$ cat config.mk
export PLATFORM = sky130hd
export DESIGN_NAME = fmaes_status
export DESIGN_NICKNAME = d
export VERILOG_FILES = /design/src/hw/fmaes_status.v
export VERILOG_INCLUDE_DIRS = /design/src /design/src/hw
export SDC_FILE = /design/constraint.sdc
export NUM_CORES = 1
export LEC_CHECK = 0
export BUFFER_PORTS_ARGS = -buffer_cell sky130_fd_sc_hd__buf_2
export CAP_MARGIN = 20
export CORE_ASPECT_RATIO = 0.5
export CORE_MARGIN = 10
export CORE_UTILIZATION = 54
export CTS_CLUSTER_SIZE = 40
export DETAILED_ROUTE_END_ITERATION = 7
export PLACE_DENSITY = 0.77
export SLEW_MARGIN = 0
export SYNTH_ARGS = -nofsm -noshare
export SYNTH_HDL_FRONTEND = slang
export SYNTH_SLANG_ARGS = --single-unit
$ cat constraint.sdc
create_clock -name core_clk -period 2.1 [get_ports core_clk]
set_input_delay 0.105 -clock core_clk [delete_from_list [all_inputs] [get_ports core_clk]]
set_output_delay 0.105 -clock core_clk [all_outputs]
set_load 0.005 [all_outputs]
$ cat src/hw/fmaes_defines.vh
`ifndef FMAES_DEFINES_VH
`define FMAES_DEFINES_VH
// ----------------------------------------
// Indirect read sequence indices
// ----------------------------------------
`define FMAES_IDX_SUMMARY   3'h0
`define FMAES_IDX_FAC_ALARM 3'h1
`define FMAES_IDX_REM_ALARM 3'h2
`define FMAES_IDX_EXCH_EVT  3'h3
`define FMAES_IDX_NT_EVT    3'h4
`define FMAES_IDX_ALIGN_EVT 3'h5
`define FMAES_IDX_LAST      3'h5
// ----------------------------------------
// Framing modes (monitor_mode_reg field)
// ----------------------------------------
`define FMAES_MODE_ESF      3'h0
`define FMAES_MODE_D4       3'h1
`define FMAES_MODE_D4_JAPAN 3'h2
`define FMAES_MODE_CHAN96   3'h3
`define FMAES_MODE_E1_BASIC 3'h4
`define FMAES_MODE_E1_CRC4  3'h5
// ----------------------------------------
// Interworking timer selections
// ----------------------------------------
`define FMAES_TMR_NONE      2'h0
`define FMAES_TMR_100MS     2'h1
`define FMAES_TMR_400MS     2'h2
// ----------------------------------------
// Field positions and reset values
// ----------------------------------------
`define FMAES_FAC_FRAME_LOSS_SAME_AS_PRIOR_READ_BIT 3
`define FMAES_FAC_RSVD_MASK 8'hBF
`define FMAES_ALN_RSVD_MASK 8'hC7
`define FMAES_OPT_NO_FORCE  0
`define FMAES_OPT_ESF_SEC   1
`define FMAES_FLAG_RESET    8'h00
`define FMAES_UNAVAIL_SECS  4'hA
`define FMAES_EBIT_SECS     3'h5
`define FMAES_EBIT_MIN      10'h3DF
`define FMAES_ESF_WIN_CHK   6'h21
`define FMAES_ESF_WIN_ERR   6'h20
`define FMAES_ESF_SEC_ERR   9'h140
`define FMAES_E1_WIN_CHK    10'h3E8
`define FMAES_E1_WIN_ERR    10'h392
`endif

$ cat src/hw/fmaes_status.v
// Operation
// - Alarm flags latch on detection and hold after the condition ends.
// - Facility alarm bit 0 flags loss of frame alignment.
// - Facility bit 1 flags superframe loss only in D4 and 96-channel formats.
// - Facility bit 2 flags an all-ones alarm from the remote line end.
// - Facility bit 3 reads one when frame-loss state equals that at last read.
// - Facility bit 4 flags missing CRC-4 multiframe; zero if CRC-4 off or DS1.
// - Facility bit 5 flags severely errored frame; bit 6 reserved.
// - Facility bit 7 set only in frame loss with E1 auxiliary pattern.
// - Remote bit 0 yellow alarm; bit 1 Japanese alarm, zero in E1.
// - Remote bit 2 after five seconds each with at least 991 zero E bits.
// - Remote bits 3-7 flag Sa6 codes 1000,1010,1100,1110,1111; zero in DS1.
// - Exchange bits 0-2 flag local errored, bursty, severe seconds.
// - Exchange bit 3 unavailable after 10 severe seconds; G.826 delays 10 s.
// - Exchange bits 4-7 give far-end second flags; zero in DS1.
// - Netterm register zero in DS1; bits 0-3 local second and outage flags.
// - Netterm bits 4-7 far-end flags; outage delayed 10 s in G.826.
// - Alignment bit 0 flags a new frame alignment differing from before.
// - Alignment bit 1 flags superframe lock in D4/96-channel after frame lock.
// - Alignment bit 2 flags CRC multiframe lock; bits 3-5 reserved.
// - ESF excess CRC: 32 of 33, or over 320 per second by option bit 1.
// - E1 excess CRC: over 914 of 1000; forces frame loss if option bit 0 low.
// - Alignment bit 7 flags interworking timer expiry; zero where no timer.
// - Summary bits mirror nonzero detail registers, clearing once details clear.
// - Each access restarts at summary, auto-increments; host holds select low.
`include "fmaes_defines.vh"
module fmaes_status #(
	parameter [3:0] UNAVAIL_SECS = `FMAES_UNAVAIL_SECS,
	parameter [2:0] EBIT_SECS    = `FMAES_EBIT_SECS
) (
	// Clock, reset, enable
	input  wire       core_clk,
	input  wire       rst,
	input  wire       clk_en,
	// Configuration (monitor_mode_reg, monitor_param_reg, checksum_option_reg)
	input  wire [2:0] frame_mode,
	input  wire [1:0] iw_timer_mode,
	input  wire       g826_mode,
	input  wire [1:0] checksum_option,
	// Framer conditions, same clock domain
	input  wire       one_sec_pulse,
	input  wire       frame_sync_loss,
	input  wire       superframe_sync_loss,
	input  wire       all_ones_alarm,
	input  wire       multiframe_sync_missing,
	input  wire       severely_bad_frame,
	input  wire       aux_pattern_seen,
	input  wire       remote_yellow_alarm,
	input  wire       remote_japan_frame_alarm,
	input  wire       ebit_zero_evt,
	input  wire       sa6_code_valid,
	input  wire [3:0] sa6_code,
	input  wire [5:0] exch_second_evts,
	input  wire [5:0] netterm_second_evts,
	input  wire       frame_lock_evt,
	input  wire       frame_lock_differs,
	input  wire       superframe_lock_evt,
	input  wire       multiframe_lock_evt,
	input  wire       crc_check_evt,
	input  wire       crc_error_evt,
	input  wire       iw_timer_expired,
	// Indirect status port, pins
	input  wire       status_cs_n,
	input  wire       status_rd_n,
	output reg  [7:0] status_data_ff,
	// Forced frame loss towards the framer
	output reg        force_frame_loss_ff
);
	// ----------------------------------------
	// Pin synchronisers
	// ----------------------------------------
	reg [1:0] cs_sync_ff;
	reg [1:0] rd_sync_ff;
	reg       rd_prev_ff;
	wire      cs_act = ~cs_sync_ff[1];
	wire      rd_act = ~rd_sync_ff[1];
	wire      rd_pulse = cs_act & rd_act & ~rd_prev_ff;
	always @(posedge core_clk) begin
		if (rst) begin
			cs_sync_ff <= 2'h3;
			rd_sync_ff <= 2'h3;
			rd_prev_ff <= 1'b0;
		end else if (clk_en) begin
			cs_sync_ff <= {cs_sync_ff[0], status_cs_n};
			rd_sync_ff <= {rd_sync_ff[0], status_rd_n};
			rd_prev_ff <= cs_act & rd_act;
		end
	end
	// ----------------------------------------
	// Mode decode
	// ----------------------------------------
	wire is_e1   = (frame_mode == `FMAES_MODE_E1_BASIC) | (frame_mode == `FMAES_MODE_E1_CRC4);
	wire is_crc4 = (frame_mode == `FMAES_MODE_E1_CRC4);
	wire is_esf  = (frame_mode == `FMAES_MODE_ESF);
	wire is_sf   = (frame_mode == `FMAES_MODE_D4) | (frame_mode == `FMAES_MODE_CHAN96);
	// ----------------------------------------
	// Continuous E-bit seconds
	// ----------------------------------------
	reg [9:0] ebit_cnt_ff;
	reg [2:0] ebit_secs_ff;
	wire      ebit_sec_ok = (ebit_cnt_ff + {9'h0, ebit_zero_evt}) >= `FMAES_EBIT_MIN;
	wire      ebit_alarm = one_sec_pulse & ebit_sec_ok & (ebit_secs_ff == EBIT_SECS - 3'h1);
	always @(posedge core_clk) begin
		if (rst) begin
			ebit_cnt_ff  <= 10'h000;
			ebit_secs_ff <= 3'h0;
		end else if (clk_en) begin
			if (one_sec_pulse) begin
				ebit_cnt_ff <= 10'h000;
				if (!ebit_sec_ok || ebit_alarm)
					ebit_secs_ff <= 3'h0;
				else
					ebit_secs_ff <= ebit_secs_ff + 3'h1;
			end else if (ebit_zero_evt && ebit_cnt_ff != 10'h3FF) begin
				ebit_cnt_ff <= ebit_cnt_ff + 10'h001;
			end
		end
	end
	// ----------------------------------------
	// Excessive CRC detection
	// ----------------------------------------
	// Block windows, not sliding: cheap, may miss a burst split across windows.
	reg  [9:0] crc_chk_ff;
	reg  [9:0] crc_err_ff;
	reg  [8:0] crc_sec_ff;
	wire [9:0] err_nxt = crc_err_ff + {9'h0, crc_error_evt};
	wire       esf_sec_mode = is_esf & checksum_option[`FMAES_OPT_ESF_SEC];
	wire       win_end = crc_check_evt & (is_esf ? (crc_chk_ff == {4'h0, `FMAES_ESF_WIN_CHK} - 10'h1)
		: (crc_chk_ff == `FMAES_E1_WIN_CHK - 10'h1));
	wire       win_hit = win_end & (is_esf ? (err_nxt >= {4'h0, `FMAES_ESF_WIN_ERR})
		: (err_nxt > `FMAES_E1_WIN_ERR));
	wire       sec_hit = esf_sec_mode & one_sec_pulse & (crc_sec_ff > `FMAES_ESF_SEC_ERR);
	wire       crc_excess = ((is_esf & ~esf_sec_mode) | is_crc4) ? win_hit : sec_hit;
	always @(posedge core_clk) begin
		if (rst) begin
			crc_chk_ff <= 10'h000;
			crc_err_ff <= 10'h000;
			crc_sec_ff <= 9'h000;
			force_frame_loss_ff <= 1'b0;
		end else if (clk_en) begin
			if (win_end) begin
				crc_chk_ff <= 10'h000;
				crc_err_ff <= 10'h000;
			end else if (crc_check_evt) begin
				crc_chk_ff <= crc_chk_ff + 10'h001;
				crc_err_ff <= err_nxt;
			end
			if (one_sec_pulse)
				crc_sec_ff <= 9'h000;
			else if (crc_error_evt && crc_sec_ff != 9'h1FF)
				crc_sec_ff <= crc_sec_ff + 9'h001;
			force_frame_loss_ff <= crc_excess & ~checksum_option[`FMAES_OPT_NO_FORCE];
		end
	end
	// ----------------------------------------
	// Unavailable-state trackers, one per interface
	// ----------------------------------------
	// Bit order: exch local, exch far, netterm local, netterm far
	wire [3:0] outage_rpt;
	// Exchange local
	fmaes_outage_track #(
		.UNAVAIL_SECS(UNAVAIL_SECS)
	) exch_local_outage (
		.core_clk(core_clk),
		.rst(rst),
		.clk_en(clk_en),
		.one_sec_pulse(one_sec_pulse),
		.g826_mode(g826_mode),
		.severe_sec(exch_second_evts[2]),
		.outage_rpt_ff(outage_rpt[0])
	);
	// Exchange far end
	fmaes_outage_track #(
		.UNAVAIL_SECS(UNAVAIL_SECS)
	) exch_far_outage (
		.core_clk(core_clk),
		.rst(rst),
		.clk_en(clk_en),
		.one_sec_pulse(one_sec_pulse),
		.g826_mode(g826_mode),
		.severe_sec(exch_second_evts[5]),
		.outage_rpt_ff(outage_rpt[1])
	);
	// Netterm local
	fmaes_outage_track #(
		.UNAVAIL_SECS(UNAVAIL_SECS)
	) nt_local_outage (
		.core_clk(core_clk),
		.rst(rst),
		.clk_en(clk_en),
		.one_sec_pulse(one_sec_pulse),
		.g826_mode(g826_mode),
		.severe_sec(netterm_second_evts[2]),
		.outage_rpt_ff(outage_rpt[2])
	);
	// Netterm far end
	fmaes_outage_track #(
		.UNAVAIL_SECS(UNAVAIL_SECS)
	) nt_far_outage (
		.core_clk(core_clk),
		.rst(rst),
		.clk_en(clk_en),
		.one_sec_pulse(one_sec_pulse),
		.g826_mode(g826_mode),
		.severe_sec(netterm_second_evts[5]),
		.outage_rpt_ff(outage_rpt[3])
	);
	// ----------------------------------------
	// Raw conditions per register
	// ----------------------------------------
	wire [7:0] fac_cond;
	wire [7:0] rem_cond;
	wire [7:0] exch_cond;
	wire [7:0] nt_cond;
	wire [7:0] aln_cond;
	wire [4:0] sa6_hit = {sa6_code == 4'hF, sa6_code == 4'hE, sa6_code == 4'hC,
		sa6_code == 4'hA, sa6_code == 4'h8};
	// Facility alarms
	assign fac_cond[0] = frame_sync_loss;
	assign fac_cond[1] = superframe_sync_loss & is_sf;
	assign fac_cond[2] = all_ones_alarm;
	// Bit 3 is formed at read time from bit 0
	assign fac_cond[3] = 1'b0;
	assign fac_cond[4] = multiframe_sync_missing & is_crc4;
	assign fac_cond[5] = severely_bad_frame;
	assign fac_cond[6] = 1'b0;
	assign fac_cond[7] = aux_pattern_seen & frame_sync_loss & is_e1;
	// Remote alarms
	assign rem_cond[0] = remote_yellow_alarm;
	assign rem_cond[1] = remote_japan_frame_alarm & ~is_e1;
	assign rem_cond[2] = ebit_alarm & is_e1;
	assign rem_cond[7:3] = sa6_hit & {5{sa6_code_valid & is_e1}};
	// Exchange seconds; far end exists only in E1
	assign exch_cond[2:0] = exch_second_evts[2:0];
	assign exch_cond[3] = outage_rpt[0];
	assign exch_cond[6:4] = exch_second_evts[5:3] & {3{is_e1}};
	assign exch_cond[7] = outage_rpt[1] & is_e1;
	// Netterm seconds, all zero in DS1
	assign nt_cond[2:0] = netterm_second_evts[2:0] & {3{is_e1}};
	assign nt_cond[3] = outage_rpt[2] & is_e1;
	assign nt_cond[6:4] = netterm_second_evts[5:3] & {3{is_e1}};
	assign nt_cond[7] = outage_rpt[3] & is_e1;
	// Alignment and CRC events
	assign aln_cond[0] = frame_lock_evt & frame_lock_differs;
	assign aln_cond[1] = superframe_lock_evt & is_sf & ~frame_sync_loss;
	assign aln_cond[2] = multiframe_lock_evt & (is_esf | is_crc4);
	assign aln_cond[5:3] = 3'h0;
	assign aln_cond[6] = crc_excess & (is_esf | is_crc4);
	assign aln_cond[7] = iw_timer_expired & is_crc4 & (iw_timer_mode != `FMAES_TMR_NONE);
	// ----------------------------------------
	// Latched detail flags
	// ----------------------------------------
	reg  [7:0] fac_ff;
	reg  [7:0] rem_ff;
	reg  [7:0] exch_ff;
	reg  [7:0] nt_ff;
	reg  [7:0] aln_ff;
	reg  [2:0] rd_idx_ff;
	reg        lfa_at_read_ff;
	wire [7:0] fac_rd = {fac_ff[7:4], (fac_ff[0] == lfa_at_read_ff), fac_ff[2:0]}
		& `FMAES_FAC_RSVD_MASK;
	wire [7:0] summary = {3'h0, |aln_ff, |nt_ff, |exch_ff, |rem_ff, |fac_ff};
	reg  [7:0] nxt_data;
	always @* begin
		case (rd_idx_ff)
			`FMAES_IDX_SUMMARY:   nxt_data = summary;
			`FMAES_IDX_FAC_ALARM: nxt_data = fac_rd;
			`FMAES_IDX_REM_ALARM: nxt_data = rem_ff;
			`FMAES_IDX_EXCH_EVT:  nxt_data = exch_ff;
			`FMAES_IDX_NT_EVT:    nxt_data = nt_ff;
			`FMAES_IDX_ALIGN_EVT: nxt_data = aln_ff & `FMAES_ALN_RSVD_MASK;
			default:              nxt_data = 8'h00;
		endcase
	end
	// Set beats clear: a condition present in the read cycle survives the read
	wire rd_fac  = rd_pulse & (rd_idx_ff == `FMAES_IDX_FAC_ALARM);
	wire rd_rem  = rd_pulse & (rd_idx_ff == `FMAES_IDX_REM_ALARM);
	wire rd_exch = rd_pulse & (rd_idx_ff == `FMAES_IDX_EXCH_EVT);
	wire rd_nt   = rd_pulse & (rd_idx_ff == `FMAES_IDX_NT_EVT);
	wire rd_aln  = rd_pulse & (rd_idx_ff == `FMAES_IDX_ALIGN_EVT);
	always @(posedge core_clk) begin
		if (rst) begin
			fac_ff         <= `FMAES_FLAG_RESET;
			rem_ff         <= `FMAES_FLAG_RESET;
			exch_ff        <= `FMAES_FLAG_RESET;
			nt_ff          <= `FMAES_FLAG_RESET;
			aln_ff         <= `FMAES_FLAG_RESET;
			rd_idx_ff      <= `FMAES_IDX_SUMMARY;
			lfa_at_read_ff <= 1'b0;
			status_data_ff <= 8'h00;
		end else if (clk_en) begin
			fac_ff  <= (rd_fac ? 8'h00 : fac_ff) | fac_cond;
			rem_ff  <= (rd_rem ? 8'h00 : rem_ff) | rem_cond;
			exch_ff <= (rd_exch ? 8'h00 : exch_ff) | exch_cond;
			nt_ff   <= (rd_nt ? 8'h00 : nt_ff) | nt_cond;
			aln_ff  <= (rd_aln ? 8'h00 : aln_ff) | aln_cond;
			if (rd_fac)
				lfa_at_read_ff <= fac_ff[0];
			if (!cs_act) begin
				rd_idx_ff <= `FMAES_IDX_SUMMARY;
			end else if (rd_pulse) begin
				status_data_ff <= nxt_data;
				if (rd_idx_ff != `FMAES_IDX_LAST)
					rd_idx_ff <= rd_idx_ff + 3'h1;
				else
					rd_idx_ff <= `FMAES_IDX_LAST;
			end
		end
	end
endmodule

// ----------------------------------------
// Unavailable-state tracker, one per interface
// ----------------------------------------
module fmaes_outage_track #(
	parameter [3:0] UNAVAIL_SECS = `FMAES_UNAVAIL_SECS
) (
	// Clock, reset, enable
	input  wire core_clk,
	input  wire rst,
	input  wire clk_en,
	// Second timing and mode
	input  wire one_sec_pulse,
	input  wire g826_mode,
	// Severely errored second of this interface
	input  wire severe_sec,
	// Reported unavailable state
	output reg  outage_rpt_ff
);
	reg  [3:0] sev_run_ff;
	reg  [3:0] hold_ff;
	reg        outage_ff;
	wire       run_full   = severe_sec & (sev_run_ff == UNAVAIL_SECS - 4'h1);
	wire       nxt_outage = severe_sec & (outage_ff | run_full);
	wire       hold_done  = hold_ff >= UNAVAIL_SECS - 4'h1;
	// ----------------------------------------
	// Severe-second run
	// ----------------------------------------
	// Exit simplified: one clean second leaves the state
	always @(posedge core_clk) begin
		if (rst) begin
			sev_run_ff    <= 4'h0;
			outage_ff     <= 1'b0;
			outage_rpt_ff <= 1'b0;
		end else if (clk_en && one_sec_pulse) begin
			if (!severe_sec)
				sev_run_ff <= 4'h0;
			else if (sev_run_ff != UNAVAIL_SECS)
				sev_run_ff <= sev_run_ff + 4'h1;
			outage_ff     <= nxt_outage;
			outage_rpt_ff <= nxt_outage & (~g826_mode | hold_done);
		end
	end
	// ----------------------------------------
	// G.826 report hold
	// ----------------------------------------
	// Report held back ten further seconds
	always @(posedge core_clk) begin
		if (rst) begin
			hold_ff <= 4'h0;
		end else if (clk_en && one_sec_pulse) begin
			if (!outage_ff)
				hold_ff <= 4'h0;
			else if (!hold_done)
				hold_ff <= hold_ff + 4'h1;
		end
	end
endmodule

==> Word level (Yosys, flattened, before mapping) <==
Cells that the tools add are included.
{ "word_totals": {"reg_bits": 140, "inputBits": 47, "elab_cells": 236} }
{ "op_classes": {"magnitude_cmp": 8, "n_reduce_logical": 32, "addsub": 15, "muxes": 37, "eq_ne": 37, "bitwise": 74} }
{ "op_table": {"columns": ["op", "count"], "rows": [
  ["4-bit two-way mux", 16],
  ["10-bit two-way mux", 6],
  ["8-bit case mux with 6 select lines", 1],
  ["1-bit AND", 45],
  ["8-bit two-way mux", 5],
  ["8-bit OR", 5],
  ["8-bit OR reduction", 5],
  ["4-bit == test, second input constant", 9],
  ["4-bit by 1-bit adder with 4-bit output, second input constant", 8],
  ["2-bit AND reduction", 14],
  ["10-bit by 1-bit adder with 10-bit output", 2],
  ["10-bit by 1-bit adder with 10-bit output, second input constant", 2],
  ["9-bit two-way mux", 2],
  ["4-bit >= comparator, second input constant", 4],
  ["4-bit != test, second input constant", 4],
  ["3-bit == test, second input constant", 5],
  ["3-bit two-way mux", 4],
  ["1-bit OR", 12],
  ["10-bit == test, second input constant", 1],
  ["10-bit by 6-bit == test with 1-bit output, second input constant", 1],
  ["10-bit >= comparator, second input constant", 1],
  ["10-bit by 6-bit >= comparator with 1-bit output, second input constant", 1],
  ["10-bit greater-than comparator, second input constant", 1],
  ["10-bit != test, second input constant", 1],
  ["other kinds (20)", 48]
]} }

==> Longest topological paths before layout <==
{ "depth": {"depth_word": 8, "mapped_depth": 10, "ltp_nobuf": 8} }

==> Hierarchy <==
A second synthesis with hierarchy kept.
{ "hier_totals": {"cells_unflattened": 883, "hier_area_um2": 7166.9} }
{ "modules_own_cells": {"columns": ["mod", "cells_each", "area_each_um2", "seq_area_each_um2", "n_inst"], "rows": [
  ["fmaes_status", 591, 4764.6, 1901.8, 1],
  ["fmaes_outage_track", 73, 600.6, 200.2, 4]
]} }

==> Worst setup path before layout <==
OpenSTA, ideal clock, no wires.
{ "synth_timing": {"kind": "flip-flop to flip-flop", "from": "register crc_chk_ff[2]", "to": "register force_frame_loss_ff", "required_ns": 2.020, "setup_slack_ns": -0.063, "t_arrival_ns": 2.084, "path_stages_with_launch": 7, "setup_ns": 0.080, "cell_sequence": "dfxtp_1 > nand3_1 > or3_4 > a2111oi_4 > o211ai_1 > a2111o_1 > a211oi_2"} }
{ "synth_via": {"elab_chain_len": 6, "elab_cells_between_ends": 7} }
{ "synth_lines": {"columns": ["element", "line_no", "text"], "rows": [
  ["start, declared", "fmaes_status.v:123", "reg [9:0] crc_chk_ff;"],
  ["start signal, assigned", "fmaes_status.v:145", "crc_chk_ff <= crc_chk_ff + 10'h001;"],
  ["10-bit == test / 10-bit by 6-bit == test with 1-bit output (equally long branches)", "fmaes_status.v:129, fmaes_status.v:128", null],
  ["1-bit two-way mux *", "fmaes_status.v:128", "wire win_end = crc_check_evt & (is_esf ? (crc_chk_ff == {4'h0, `FMAES_ESF_WIN_CHK} - 10'h1)"],
  ["1-bit AND *", "fmaes_status.v:128", null],
  ["1-bit AND *", "fmaes_status.v:130", "wire win_hit = win_end & (is_esf ? (err_nxt >= {4'h0, `FMAES_ESF_WIN_ERR})"],
  ["1-bit two-way mux *", "fmaes_status.v:133", "wire crc_excess = ((is_esf & ~esf_sec_mode) | is_crc4) ? win_hit : sec_hit;"],
  ["1-bit AND *", "fmaes_status.v:152", "force_frame_loss_ff <= crc_excess & ~checksum_option[`FMAES_OPT_NO_FORCE];"],
  ["end signal, assigned", "fmaes_status.v:152", null],
  ["end, declared", "fmaes_status.v:67", "output reg force_frame_loss_ff"]
]} }
Every way passes the cells marked *; elsewhere a longest branch is shown, timed or not.
A chain may end at the register's enable or synchronous reset.

==> Worst setup path after layout <==
{ "layout_timing": {"from": "register crc_err_ff[0]", "to": "register aln_ff[6]"} }
{ "layout_via": {"elab_chain_len": 7, "elab_cells_between_ends": 8} }
{ "layout_lines": {"columns": ["element", "line_no", "text"], "rows": [
  ["start, declared", "fmaes_status.v:124", "reg [9:0] crc_err_ff;"],
  ["start signal, assigned", "fmaes_status.v:146", "crc_err_ff <= err_nxt;"],
  ["10-bit by 1-bit adder with 10-bit output *", "fmaes_status.v:126", "wire [9:0] err_nxt = crc_err_ff + {9'h0, crc_error_evt};"],
  ["10-bit greater-than comparator (no source line) / 10-bit by 6-bit >= comparator with 1-bit output (equally long branches)", null, null],
  ["1-bit two-way mux *", "fmaes_status.v:130", null],
  ["1-bit AND *", "fmaes_status.v:130", null],
  ["1-bit two-way mux *", "fmaes_status.v:133", null],
  ["1-bit AND *", "fmaes_status.v:248", "assign aln_cond[6] = crc_excess & (is_esf | is_crc4);"],
  ["8-bit OR *", "fmaes_status.v:296", "aln_ff <= (rd_aln ? 8'h00 : aln_ff) | aln_cond;"],
  ["end signal, assigned", "fmaes_status.v:287", "aln_ff <= `FMAES_FLAG_RESET;"],
  ["end signal, assigned", "fmaes_status.v:296", null],
  ["end, declared", "fmaes_status.v:257", "reg [7:0] aln_ff;"]
]} }
Marks and branches as above.

==> summary.txt <==
Status -> finished clean
Largest net degree at the start of global routing -> 50
Number of H-tree levels -> 4
Num CTS Buffers -> 17
Hold Crit Start -> netterm_second_evts[5]
Commonest cells in the netlist -> nor2_1 (137), dfxtp_1 (135), a21oi_1 (79)
Dominant cell type by area after synthesis -> dfxtp_1
Routed via count -> 6,707
Crit path arrival time -> 2.35 ns
Cells after synthesis -> 866
Initial antenna violation count -> 0
Via/cell ratio -> 5.91
First-pass GRT wire length -> 30,000 µm
Hold depth -> 3
Minimum clock period -> 2.07 ns
Total Wirelength -> 18,400 µm
Top Ports -> 56
CTS tree -> done
Initial core utilization -> 55.2%
Crit path max-delay cell type -> or3b_2
Multi-input combinational cell area -> 4120 µm²
Hold_ws -> 0.0190 ns
Reg2reg setup slack -> 0.03 ns
Latest clock arrival within the worst-skew pair -> 0.42 ns
Initial DRC Count -> 705
P&R area growth vs syn -> 22.3%
Total global-route track usage -> 19.4%
Worst Max-Slew Pin Slew -> 0.578 ns
Row count -> 29
Top_reg_cell synth -> dfxtp_1
# Max-Cap Violations -> 0
Power Internal -> 4.61 mW
Setup TNS -> 0 ns
Longest Clk Path Bufs -> 2
Register area share after synthesis -> 38.7%
WL per Instance -> 16.2 µm
Share of the synthesized area in the top cell type -> 38.7%
Die Area -> 18,200 µm²
Static Leak -> 3.22 nW
First-pass DRT Iterations -> 7
RePlAce Congestion -> 0.936
Net Sw Power -> 1.37 mW
Register area -> 2720 µm²
Clock-pin slew on the worst setup and hold paths -> 0.06 ns
Nets -> 1,037
Final hold viol count -> 0
Avg Synthesized Cell Area -> 8.07 µm²
DP Wirelength -> 12,400 µm
Synth Net Count -> 950
Worst r2r src -> crc_err_ff[0]
WHS Endpoint -> nt_ff[6]
Post-synth EDFFs -> 0
Cell Pwr Density -> 699 nW/µm²
Die H -> 100 µm
Post-Syn Area -> 6990 µm²
Fin util -> 67.5%
Reg2reg path depth -> 7
CTS root buf -> clkbuf_16
Yosys synthesis warning count -> 0
CP endpoint kind -> flip-flop
Top cells by area, synth -> dfxtp_1 (39%), nor2_1 (7.4%), ha_1 (6.6%), a21oi_1 (5.7%), a22oi_1 (3.4%)
Flops & latches, synth -> 135
Vias in the first global route -> 6,218
Peak VDD IR -> 0.000548 V
Congestion Overflow GR -> 0
FF-to-FF End -> aln_ff[6]
Worst EP required -> 2.37 ns
Most numerous cell in the Yosys netlist -> nor2_1
Final setup violation count -> 0
Share of flip-flops with an asynchronous set or reset -> 0%
Clk sink count -> 135
Core ar. -> 12,700 µm²
Sw frac -> 22.9%
Combinational share of power -> 7.2%
Setup CP Type -> flip-flop to flip-flop
Slew margin rel. -> 61.5%
Fmax -> 0.482 GHz
RSZ-0062 raised after global routing -> true
Cells along the critical path -> ha_2, and3_1, and3_4, or3b_2, a311oi_2, a2111o_1, a211oi_2
Flop pwr share -> 44.3%
Count of buffers from port buffering -> 55
Final slew viol count -> 0
Fin Clk Skew -> 0.00596 ns
Netlist cell types -> 61
Tightest Hold Check Type -> input pin to flip-flop
DRC viols -> 0
Fillers -> 1,007
Die Width -> 181 µm
Startpoint types -> flip-flop
Clk pwr share -> 48.6%
Fin crit share -> 98.8%
Share of layout cells above drive strength 1 -> 16.4%
CP max stage delay -> 0.44 ns
Antenna Nets Post-Route -> 0
CP max FO -> 4
how the worst max path moves through the flow:
stage / from / to / slack (ns) / cells past startpoint
2_1_floorplan: crc_chk_ff[0] / force_frame_loss_ff / 0.002 / 6
3_3_place_gp: crc_err_ff[0] / force_frame_loss_ff / -0.004 / 7
3_5_place_dp: crc_err_ff[0] / force_frame_loss_ff / -0.05 / 7
4_1_cts: crc_chk_ff[6] / crc_err_ff[8] / -0.004 / 7
5_1_grt: crc_err_ff[1] / aln_ff[6] / -0.07 / 8
6_report: crc_err_ff[0] / aln_ff[6] / 0.03 / 7
layer usage:
| metal | track usage [%] | vias up | wire, µm | part of all wire, % |
|---|---|---|---|---|
| met2 | 32.6 | 209 | 8800 | 48 |
| met3 | 4.12 | 36 | 1020 | 5.5 |
| li1 | - | 3270 | - | - |
| met5 | 0 | - | 0 | 0 |
| met4 | 6.83 | 0 | 312 | 1.7 |
| met1 | 24.3 | 3192 | 8230 | 45 |
worst max-delay path: cells and delay by family, from the launching register on:
family / cells / cell delay (ns)
adders and majority gates: 1 / 0.19
DFF: 1 / 0.36
AOI/OAI and AO/OA: 3 / 0.57
and+or+nand+nor: 3 / 0.81
per-stage QoR:
stage	cell area, µm²	total power, mW	setup slack, ns	std cells
after global routing	8550	6.17	-0.0656	1134
after CTS	8410	6.00	-0.00438	1131
after detailed placement	7600	3.07	-0.0478	1080
final	8550	5.97	0.0262	1135
after global placement	7600	3.06	-0.00372	1080
after floorplan	6990	2.91	0.00227	866
state kept, by name, indices dropped and copies added, names as in the netlist, 5 cells and up:
name / count
status_data_ff: 8
fac_ff: 6
nt_ff: 8
exch_ff: 8
crc_sec_ff: 9
crc_chk_ff: 10
aln_ff: 5
crc_err_ff: 10
ebit_cnt_ff: 10
rem_ff: 8
cells by family (layout without fill, tap and decap cells):
group / Yosys count / after routing / share of synthesized area [%]
mux: 14 / 14 / 2.13
fa+ha+maj: 37 / 37 / 6.62
xor+xnor: 23 / 23 / 2.88
compound gates: 215 / 215 / 20.1
other cells: 0 / 1 / 0
simple gates: 361 / 361 / 25.3
flops: 135 / 135 / 38.7
buf+inv: 81 / 179 / 4.35
power groups by stage:
stage	Clock [mW]	Sequential [mW]	Combinational, mW
after floorplan	0	2.68	0.227
after global placement	0	2.69	0.370
after detailed placement	0	2.69	0.379
after CTS	2.94	2.64	0.417
after global routing	3.05	2.65	0.475
final	2.90	2.64	0.429
cell type report:
class                   count  share of cell area [%]
diodes                      1                  0.0293
clock buffers              22                    5.55
clock inverters             8                    1.16
inverters                  36                    1.58
multi-input cells         650                    48.2
flip-flops and latches    135                    31.8
well taps                 170                    2.49
repair buffers            113                    9.29
cell usage in the layout, fill, tap and decap left out, drive strengths merged, types with 7 or more instances in the layout:
cell type      n
nor2         137
dfxtp        135
buf           92
a21oi         79
nand2         57
nand3         37
ha            37
o21ai         36
inv           35
a22oi         32
clkbuf        22
dlygate4sd3   21
nor3          18
nor4          15
and3          14
xor2          13
nand3b        12
nand2b        11
and2          10
xnor2         10
nor2b         10
or3           10
nand4          9
a32oi          8
a211oi         8
nand4b         7
a41oi          7
mux2i          7
mux2           7
what timing repair did:
action                     4_1_cts  5_1_grt
setup endpoints to repair        3       34
pin swaps                        6        7
resized for setup                5       25
buffers inserted                 0        3
hold buffers                    21        0
hold endpoints to repair        21        0
No activity file was read; power rests on OpenSTA's default activity.
